==> src/verilog/i2c_port_pkg.sv <==
package i2c_port_pkg;
  // ----------------------------------------------------------------
  // Bus addressing
  // ----------------------------------------------------------------
  localparam logic [5:0] ADDR_UPPER = 6'h16;
  localparam int ADDR_W = 7;
  localparam int REG_NUM_W = 4;
  localparam logic [3:0] SUBADDR_UPPER = 4'h0;
  localparam logic [3:0] BIT_LAST = 4'h7;
  localparam logic [3:0] BIT_ACK = 4'h8;

  // ----------------------------------------------------------------
  // Timing
  // ----------------------------------------------------------------
  localparam int REF_CLK_HZ = 20000000;
  localparam int MAX_BIT_RATE_KBPS = 100;
  localparam int FILTER_LEN = 3;

  // ----------------------------------------------------------------
  // Types
  // ----------------------------------------------------------------
  typedef enum logic [2:0] {
    ST_IDLE = 3'b000,
    ST_ADDR = 3'b001,
    ST_ADDR_ACK = 3'b010,
    ST_WR_BYTE = 3'b011,
    ST_WR_ACK = 3'b100,
    ST_RD_BYTE = 3'b101,
    ST_RD_ACK = 3'b110
  } port_state_t;

  typedef struct packed {
    logic scl_rise;
    logic scl_fall;
    logic start;
    logic stop;
    logic sda;
  } bus_event_t;

  typedef struct packed {
    logic [3:0] index;
    logic [7:0] data;
  } reg_access_t;
endpackage

==> src/verilog/i2c_slave_register_port.sv <==
// What this block does
// - Detect start: SDA falls while SCL high
// - SDA stable while SCL high, change when low
// - Own address acknowledged low on ninth pulse
// - Direction 0 master writes, 1 master reads
// - Eight data bits plus acknowledge, repeating freely
// - Detect stop: SDA rises while SCL high
// - After stop ignore all until matching address
// - Transmitter releases SDA during acknowledge bit
// - Accept many write bytes, acknowledge each one
// - Address 0101100 or 0101101 from select pin
// - First byte after start is address byte
// - Write: address, subaddress, data, all acknowledged
// - Subaddress upper four bits zero, low register
// - Read begins with subaddress write, stop optional
// - Read phase supplies data while master acknowledges
// - Read address acknowledged only when matching
// - Standard mode, up to 100 kbps
`timescale 1ns/10ps
`default_nettype none

module i2c_slave_register_port #(
  parameter int FILTER = i2c_port_pkg::FILTER_LEN
) (
  input wire logic ref_clk,
  input wire logic srst,
  input wire logic scl_in,
  input wire logic sda_in,
  output logic sda_out,
  output logic sda_oe_n,
  input wire logic addr_select,
  output logic [3:0] reg_index,
  output logic [7:0] reg_wdata,
  output logic reg_write,
  output logic reg_read,
  input wire logic [7:0] reg_rdata,
  output logic busy
);

  // ----------------------------------------------------------------
  // Elaboration checks
  // ----------------------------------------------------------------
  // Filter must stay well below a quarter of a 100 kbps bit at ref_clk
  localparam int MIN_HALF_BIT = i2c_port_pkg::REF_CLK_HZ / (i2c_port_pkg::MAX_BIT_RATE_KBPS * 1000) / 4;

  // The history shift needs at least two stages
  if (FILTER < 2 || FILTER > 8 || FILTER >= MIN_HALF_BIT) begin : g_filter_range
    $error("FILTER out of range");
  end

  // ----------------------------------------------------------------
  // Synchronise and filter
  // ----------------------------------------------------------------
  logic [1:0] scl_sync;
  logic [1:0] sda_sync;
  logic [1:0] sel_sync;
  logic [FILTER-1:0] scl_hist;
  logic [FILTER-1:0] sda_hist;
  logic scl_f;
  logic sda_f;
  logic scl_q;
  logic sda_q;

  always_ff @(posedge ref_clk) begin
    if (srst) begin
      scl_sync <= 2'h3;
      sda_sync <= 2'h3;
      sel_sync <= 2'h0;
      scl_hist <= '1;
      sda_hist <= '1;
      scl_f <= 1'b1;
      sda_f <= 1'b1;
    end else begin
      scl_sync <= {scl_sync[0], scl_in};
      sda_sync <= {sda_sync[0], sda_in};
      // Strap pin is asynchronous as well
      sel_sync <= {sel_sync[0], addr_select};
      scl_hist <= {scl_hist[FILTER-2:0], scl_sync[1]};
      sda_hist <= {sda_hist[FILTER-2:0], sda_sync[1]};
      // A level only moves once the whole history agrees: rejects glitches
      if (&scl_hist) begin
        scl_f <= 1'b1;
      end else if (~|scl_hist) begin
        scl_f <= 1'b0;
      end
      if (&sda_hist) begin
        sda_f <= 1'b1;
      end else if (~|sda_hist) begin
        sda_f <= 1'b0;
      end
    end
  end

  always_ff @(posedge ref_clk) begin
    if (srst) begin
      scl_q <= 1'b1;
      sda_q <= 1'b1;
    end else begin
      scl_q <= scl_f;
      sda_q <= sda_f;
    end
  end

  i2c_port_pkg::bus_event_t ev;
  assign ev.scl_rise = scl_f & ~scl_q;
  assign ev.scl_fall = ~scl_f & scl_q;
  assign ev.start = scl_f & scl_q & sda_q & ~sda_f;
  assign ev.stop = scl_f & scl_q & ~sda_q & sda_f;
  assign ev.sda = sda_f;

  // ----------------------------------------------------------------
  // Decoding
  // ----------------------------------------------------------------
  i2c_port_pkg::port_state_t state;
  i2c_port_pkg::port_state_t next_state;
  logic [3:0] bit_cnt;
  logic [7:0] shift;
  logic is_read;
  logic sub_pending;
  logic ack_drive;
  logic [7:0] tx_byte;

  wire [7:0] rx_byte = {shift[6:0], ev.sda};
  wire [6:0] own_addr = {i2c_port_pkg::ADDR_UPPER, sel_sync[1]};
  wire addr_hit = (rx_byte[7:1] == own_addr);
  wire sub_ok = (rx_byte[7:4] == i2c_port_pkg::SUBADDR_UPPER);
  wire byte_done = ev.scl_rise && (bit_cnt == i2c_port_pkg::BIT_LAST);
  wire ack_done = ev.scl_fall && (bit_cnt == i2c_port_pkg::BIT_ACK);

  // ----------------------------------------------------------------
  // Transfer sequencer
  // ----------------------------------------------------------------
  always_comb begin
    next_state = state;
    case (state)
      i2c_port_pkg::ST_IDLE: begin
        next_state = i2c_port_pkg::ST_IDLE;
      end
      i2c_port_pkg::ST_ADDR: begin
        if (byte_done) begin
          next_state = addr_hit ? i2c_port_pkg::ST_ADDR_ACK : i2c_port_pkg::ST_IDLE;
        end
      end
      i2c_port_pkg::ST_ADDR_ACK: begin
        if (ack_done) begin
          next_state = is_read ? i2c_port_pkg::ST_RD_BYTE : i2c_port_pkg::ST_WR_BYTE;
        end
      end
      i2c_port_pkg::ST_WR_BYTE: begin
        if (byte_done) begin
          next_state = i2c_port_pkg::ST_WR_ACK;
        end
      end
      i2c_port_pkg::ST_WR_ACK: begin
        if (ack_done) begin
          next_state = i2c_port_pkg::ST_WR_BYTE;
        end
      end
      i2c_port_pkg::ST_RD_BYTE: begin
        if (byte_done) begin
          next_state = i2c_port_pkg::ST_RD_ACK;
        end
      end
      i2c_port_pkg::ST_RD_ACK: begin
        // Not-acknowledge from the master ends the read
        if (ev.scl_rise) begin
          next_state = ev.sda ? i2c_port_pkg::ST_IDLE : i2c_port_pkg::ST_RD_ACK;
        end else if (ack_done) begin
          next_state = i2c_port_pkg::ST_RD_BYTE;
        end
      end
      default: begin
        next_state = i2c_port_pkg::ST_IDLE;
      end
    endcase
    // Start or stop override everything, even mid byte
    if (ev.start) begin
      next_state = i2c_port_pkg::ST_ADDR;
    end else if (ev.stop) begin
      next_state = i2c_port_pkg::ST_IDLE;
    end
  end

  always_ff @(posedge ref_clk) begin
    if (srst) begin
      state <= i2c_port_pkg::ST_IDLE;
    end else begin
      state <= next_state;
    end
  end

  // Bit counter: 0..7 data, 8 acknowledge
  always_ff @(posedge ref_clk) begin
    if (srst) begin
      bit_cnt <= 4'h0;
    end else if (ev.start) begin
      // The start's own SCL fall wraps this to 0, so it is not counted as a bit
      bit_cnt <= i2c_port_pkg::BIT_ACK;
    end else if (ev.scl_fall) begin
      bit_cnt <= (bit_cnt == i2c_port_pkg::BIT_ACK) ? 4'h0 : bit_cnt + 4'h1;
    end
  end

  // Sampling only on SCL rise relies on SDA being held while SCL is high
  always_ff @(posedge ref_clk) begin
    if (srst) begin
      shift <= 8'h00;
    end else if (ev.scl_rise && bit_cnt < i2c_port_pkg::BIT_ACK) begin
      shift <= rx_byte;
    end
  end

  always_ff @(posedge ref_clk) begin
    if (srst) begin
      is_read <= 1'b0;
      sub_pending <= 1'b0;
    end else if (state == i2c_port_pkg::ST_ADDR && byte_done) begin
      is_read <= rx_byte[0];
      sub_pending <= ~rx_byte[0];
    end else if (state == i2c_port_pkg::ST_WR_BYTE && byte_done) begin
      sub_pending <= 1'b0;
    end
  end

  // ----------------------------------------------------------------
  // Register side
  // ----------------------------------------------------------------
  wire wr_byte_done = (state == i2c_port_pkg::ST_WR_BYTE) && byte_done;
  wire rd_load = (state == i2c_port_pkg::ST_ADDR_ACK && ack_done && is_read)
               || (state == i2c_port_pkg::ST_RD_ACK && ack_done);

  // Pointer survives a stop so a read can follow its subaddress phase
  always_ff @(posedge ref_clk) begin
    if (srst) begin
      reg_index <= 4'h0;
      reg_wdata <= 8'h00;
      reg_write <= 1'b0;
      reg_read <= 1'b0;
      tx_byte <= 8'h00;
    end else begin
      reg_write <= 1'b0;
      reg_read <= 1'b0;
      if (wr_byte_done && sub_pending) begin
        if (sub_ok) begin
          reg_index <= rx_byte[3:0];
        end
      end else if (wr_byte_done) begin
        reg_wdata <= rx_byte;
        reg_write <= 1'b1;
      end
      if (state == i2c_port_pkg::ST_WR_ACK && ack_done && !reg_write) begin
        reg_index <= reg_index;
      end
      if (reg_write) begin
        reg_index <= reg_index + 4'h1;
      end
      if (rd_load) begin
        tx_byte <= reg_rdata;
        reg_read <= 1'b1;
      end
      if (reg_read) begin
        reg_index <= reg_index + 4'h1;
      end
      if (state == i2c_port_pkg::ST_RD_BYTE && ev.scl_fall) begin
        tx_byte <= {tx_byte[6:0], 1'b1};
      end
    end
  end

  // ----------------------------------------------------------------
  // SDA drive
  // ----------------------------------------------------------------
  // Drive changes only after SCL falls, so it is stable across the high phase
  always_ff @(posedge ref_clk) begin
    if (srst || ev.stop || ev.start) begin
      ack_drive <= 1'b0;
    end else if (ev.scl_fall) begin
      ack_drive <= (next_state == i2c_port_pkg::ST_ADDR_ACK)
                || (next_state == i2c_port_pkg::ST_WR_ACK);
    end
  end

  // Read data bit comes from tx_byte MSB; acknowledge slot is released
  // Bit 0 is held into RD_ACK until its SCL fall, else SDA would rise with SCL high
  wire rd_slot = (state == i2c_port_pkg::ST_RD_BYTE || state == i2c_port_pkg::ST_RD_ACK)
               && bit_cnt < i2c_port_pkg::BIT_ACK;
  wire drive_low = ack_drive || (rd_slot && !tx_byte[7]);

  always_ff @(posedge ref_clk) begin
    if (srst) begin
      sda_out <= 1'b1;
      sda_oe_n <= 1'b1;
      busy <= 1'b0;
    end else begin
      sda_out <= 1'b0;
      sda_oe_n <= ~drive_low;
      busy <= (state != i2c_port_pkg::ST_IDLE);
    end
  end

endmodule

`default_nettype wire

==> config.mk <==
export PLATFORM = sky130hd
export DESIGN_NAME = i2c_slave_register_port
export DESIGN_NICKNAME = d
export VERILOG_FILES = /design/src/verilog/i2c_port_pkg.sv /design/src/verilog/i2c_slave_register_port.sv
export SDC_FILE = /design/constraint.sdc
export NUM_CORES = 1
export LEC_CHECK = 0
export ABC_AREA = 1
export BUFFER_PORTS_ARGS = -buffer_cell sky130_fd_sc_hd__buf_2
export CORE_AREA = 10 10 94 96
export CTS_BUF_LIST = sky130_fd_sc_hd__clkbuf_4
export CTS_CLUSTER_DIAMETER = 80
export CTS_CLUSTER_SIZE = 25
export DETAILED_ROUTE_END_ITERATION = 10
export DIE_AREA = 0 0 104 106
export MAX_ROUTING_LAYER = met4
export PLACE_DENSITY = 0.51
export SLEW_MARGIN = 5
export SYNTH_ARGS = -nofsm -noshare
export SYNTH_HDL_FRONTEND = slang
export SYNTH_SLANG_ARGS = --single-unit
==> constraint.sdc <==
create_clock -name ref_clk -period 2.1 [get_ports ref_clk]
set_clock_uncertainty 0.2 [all_clocks]
set_input_delay 0.42 -clock ref_clk [delete_from_list [all_inputs] [get_ports ref_clk]]
set_output_delay 0.42 -clock ref_clk [all_outputs]
set_load 0.01 [all_outputs]
==> flow_summary.json <==
{
  "run_status": "finished, final reports clean",
  "overflow": 0,
  "synth_edf_count": 0,
  "placed_cells": 447,
  "yosysWarnings": 0,
  "numCtsBuffers": 9,
  "tns_ns": 0,
  "synth_commonest_cells": "nand2_1 (63), dfxtp_1 (58), nor2_1 (28)",
  "first_pass_iters": 5,
  "wl_per_cell_um": 11.7,
  "cts_tree": "yes",
  "async_reset_ff_share_pct": 0,
  "yosysMostFrequentCell": "nand2_1",
  "slew_headroom_pct": 63.2,
  "clock_latency_ns": 0.40,
  "clock-sinks": 58,
  "syn_nets": 339,
  "dieHeight_um": 106,
  "cp-end-kind": "register",
  "num_vias": 2132,
  "num_rows": 31,
  "setup_violations": 0,
  "dp_hpwl_um": 3960,
  "path_cells": "ha_1 > nand3_1 > nor2_4 > nand2_1 > inv_2 > nand2_2 > nand2_2 > o21ai_0 > a21oi_1",
  "syn_area_sq_um": 2490,
  "area_growth_pct": 17.9,
  "synth_seq_cells": 58,
  "fillers": 727,
  "drive_above_1_share_pct": 21.6,
  "htree_num_levels": 3,
  "worst-path-buf-inv": 1,
  "synth_ff_type": "dfxtp_1",
  "finalHoldViolCount": 0,
  "ir_drop_mv": 0.618,
  "globalplace.congestion": 0.805,
  "grt_pass1_vias": 1919,
  "die_x_um": 104,
  "io_pins": 30,
  "antenna_found_initial": 0,
  "yosysTopAreaCellShare_pct": 46.7,
  "period_minus_slack_ns": 1.85,
  "initial_utilization_pct": 35.3,
  "worst_slew_pin_slew_ns": 0.551,
  "cp_max_fo": 10,
  "fin_crit_sh_pct": 88.3,
  "port_buffers": 29,
  "ys_types": 31,
  "slowest_delay_ns": 0.40,
  "cp_slowest_cell": "dfxtp_1",
  "drt-initial-drc-count": 151,
  "root_buffer": "clkbuf_4",
  "yosys.area.top_type": "dfxtp_1",
  "ant_nets": 0,
  "critPathKind": "reg2reg",
  "worstHoldPathType": "in2reg",
  "totalPowerFinal_mw": 2.06,
  "clkSlewWorstSetupHoldPaths_ns": 0.10,
  "detail_route.vias_per_cell": 4.58,
  "drc": 0,
  "nNetsFinal": 378,
  "drv_cap": 0,
  "coreArea_sq_um": 7060,
  "syn_area_per_cell_sq_um": 7.70,
  "cp_data_arrival_time_ns": 1.98,
  "rsz0062_at_grt": "false",
  "drt_wl_total_um": 5420,
  "p_leak_nw": 1.22,
  "drv_slew": 0,
  "n_antenna_cell": 0,
  "cp-start-kind": "register",
  "grt_pass1_wl_um": 9130,
  "cts.path.max_buffers": 2,
  "critPathTopFamily": "simple AND/OR/NAND/NOR gates",
  "cp_common_cell": "nand2_2",
  "synth.area.top_cells": "dfxtp_1 (47%), nand2_1 (9.5%), a21oi_1 (5.4%)",
  "dieArea_sq_um": 11000,
  "grt_usage_pct": 10.4,
  "grt_max_degree": 24,
  "fmax_mhz": 539,
  "stdcell_count": 465,
  "required_ns": 2.23,
  "yosysSeqAreaShare_pct": 46.7,
  "powerDensity_nw_per_um2": 701,
  "synth_cells": 323
}
## report_power, final
part / internal (mW) / total (mW) / switching [mW]
clock: 0.488 / 0.896 / 0.408
sequential: 1.11 / 1.11 / 0.00275
combinational: 0.0229 / 0.0495 / 0.0266
## stage by stage
stage,util (%),instance area (sq um),hold WS [ns],worst slack [ns]
6_report,41.6,2930,0.0971,0.246
5_1_grt,41.6,2930,0.0648,0.00711
3_3_place_gp,38.8,2740,0.191,0.250
3_5_place_dp,38.8,2740,0.195,0.178
4_1_cts,41.5,2930,0.0623,0.178
2_1_floorplan,-,2490,0.188,0.370
## cells by family (layout without fill, tap and decap cells)
group,Yosys count,count (layout),share of synthesized area [%]
flops,58,58,46.7
fa+ha+maj,3,3,1.51
compound gates,68,68,14.7
xor+xnor,4,4,1.41
buf+inv,39,82,6.84
simple gates,151,151,28.9
## cell usage in the layout, fill, tap and decap left out, types with 2 or more instances in the layout
cell | synthesis | layout
nand2_2 | 4 | 5
a31oi_1 | 11 | 11
nand2_1 | 63 | 62
buf_4 | 0 | 4
or2_2 | 10 | 10
nor3_1 | 8 | 8
xor2_1 | 3 | 3
bufinv_16 | 0 | 2
nand3_1 | 27 | 27
dfxtp_1 | 58 | 58
inv_1 | 22 | 22
o21ai_0 | 22 | 22
clkinv_1 | 2 | 3
clkinv_4 | 1 | 2
ha_1 | 3 | 3
nor2_1 | 28 | 28
a21oi_1 | 27 | 27
nor2_4 | 3 | 4
o211ai_1 | 3 | 3
buf_2 | 0 | 29
o21ai_1 | 3 | 3
inv_2 | 5 | 5
clkbuf_4 | 0 | 10
dlygate4sd3_1 | 0 | 3
nor3_2 | 2 | 2
## worst register-to-register path, delay by kind of cell (launching register included)
family | cells | cell delay, ns
AO/OA/AOI/OAI | 2 | 0.23
buffers and inverters | 1 | 0.17
AND/OR/NAND/NOR | 5 | 0.59
flip-flops | 1 | 0.40
adder cells (fa/ha/maj) | 1 | 0.22
## state kept, by name, indices dropped and copies added, names as in the netlist, 2 cells and up
register,cells
bit_cnt,4
reg_index,4
reg_wdata,8
scl_hist,3
scl_sync,2
sda_hist,3
sda_sync,2
sel_sync,2
shift,7
state,3
tx_byte,8
## layer usage
layer	part of all wire, %	vias up	track usage (%)
li1	-	1151	-
met1	53	942	13.6
met2	43	35	14.2
met3	3.5	4	2.78
met4	0.87	0	5.96
met5	0	-	-
## worst paths after layout
| path | startpoint | to | slack (ns) | cells past startpoint |
|---|---|---|---|---|
| setup / recovery | bit_cnt[0] | reg_index[1] | 0.25 | 9 |
| hold / removal | reg_rdata[1] | tx_byte[1] | 0.1 | 3 |
| setup reg to reg | bit_cnt[0] | reg_index[1] | 0.25 | 9 |
| hold reg to reg | sel_sync[0] | sel_sync[1] | 0.21 | 2 |
## repair_timing
action	4_1_cts	5_1_grt
setup endpoints to repair	0	11
buffers inserted	0	0
hold buffers	3	0
hold endpoints to repair	3	0
gates resized for setup	0	2
## cell type report
type	count	area, sq um	share of cell area (%)
clock inverter	5	80.1	2.73
sequential	58	1160	39.6
clock buffer	10	75.1	2.56
inverter	31	124	4.22
timing repair buffer	36	205	6.99
tap	99	124	4.22
multi-input combinational	226	1160	39.7
Note: power is estimated with default switching activity, not from simulation.
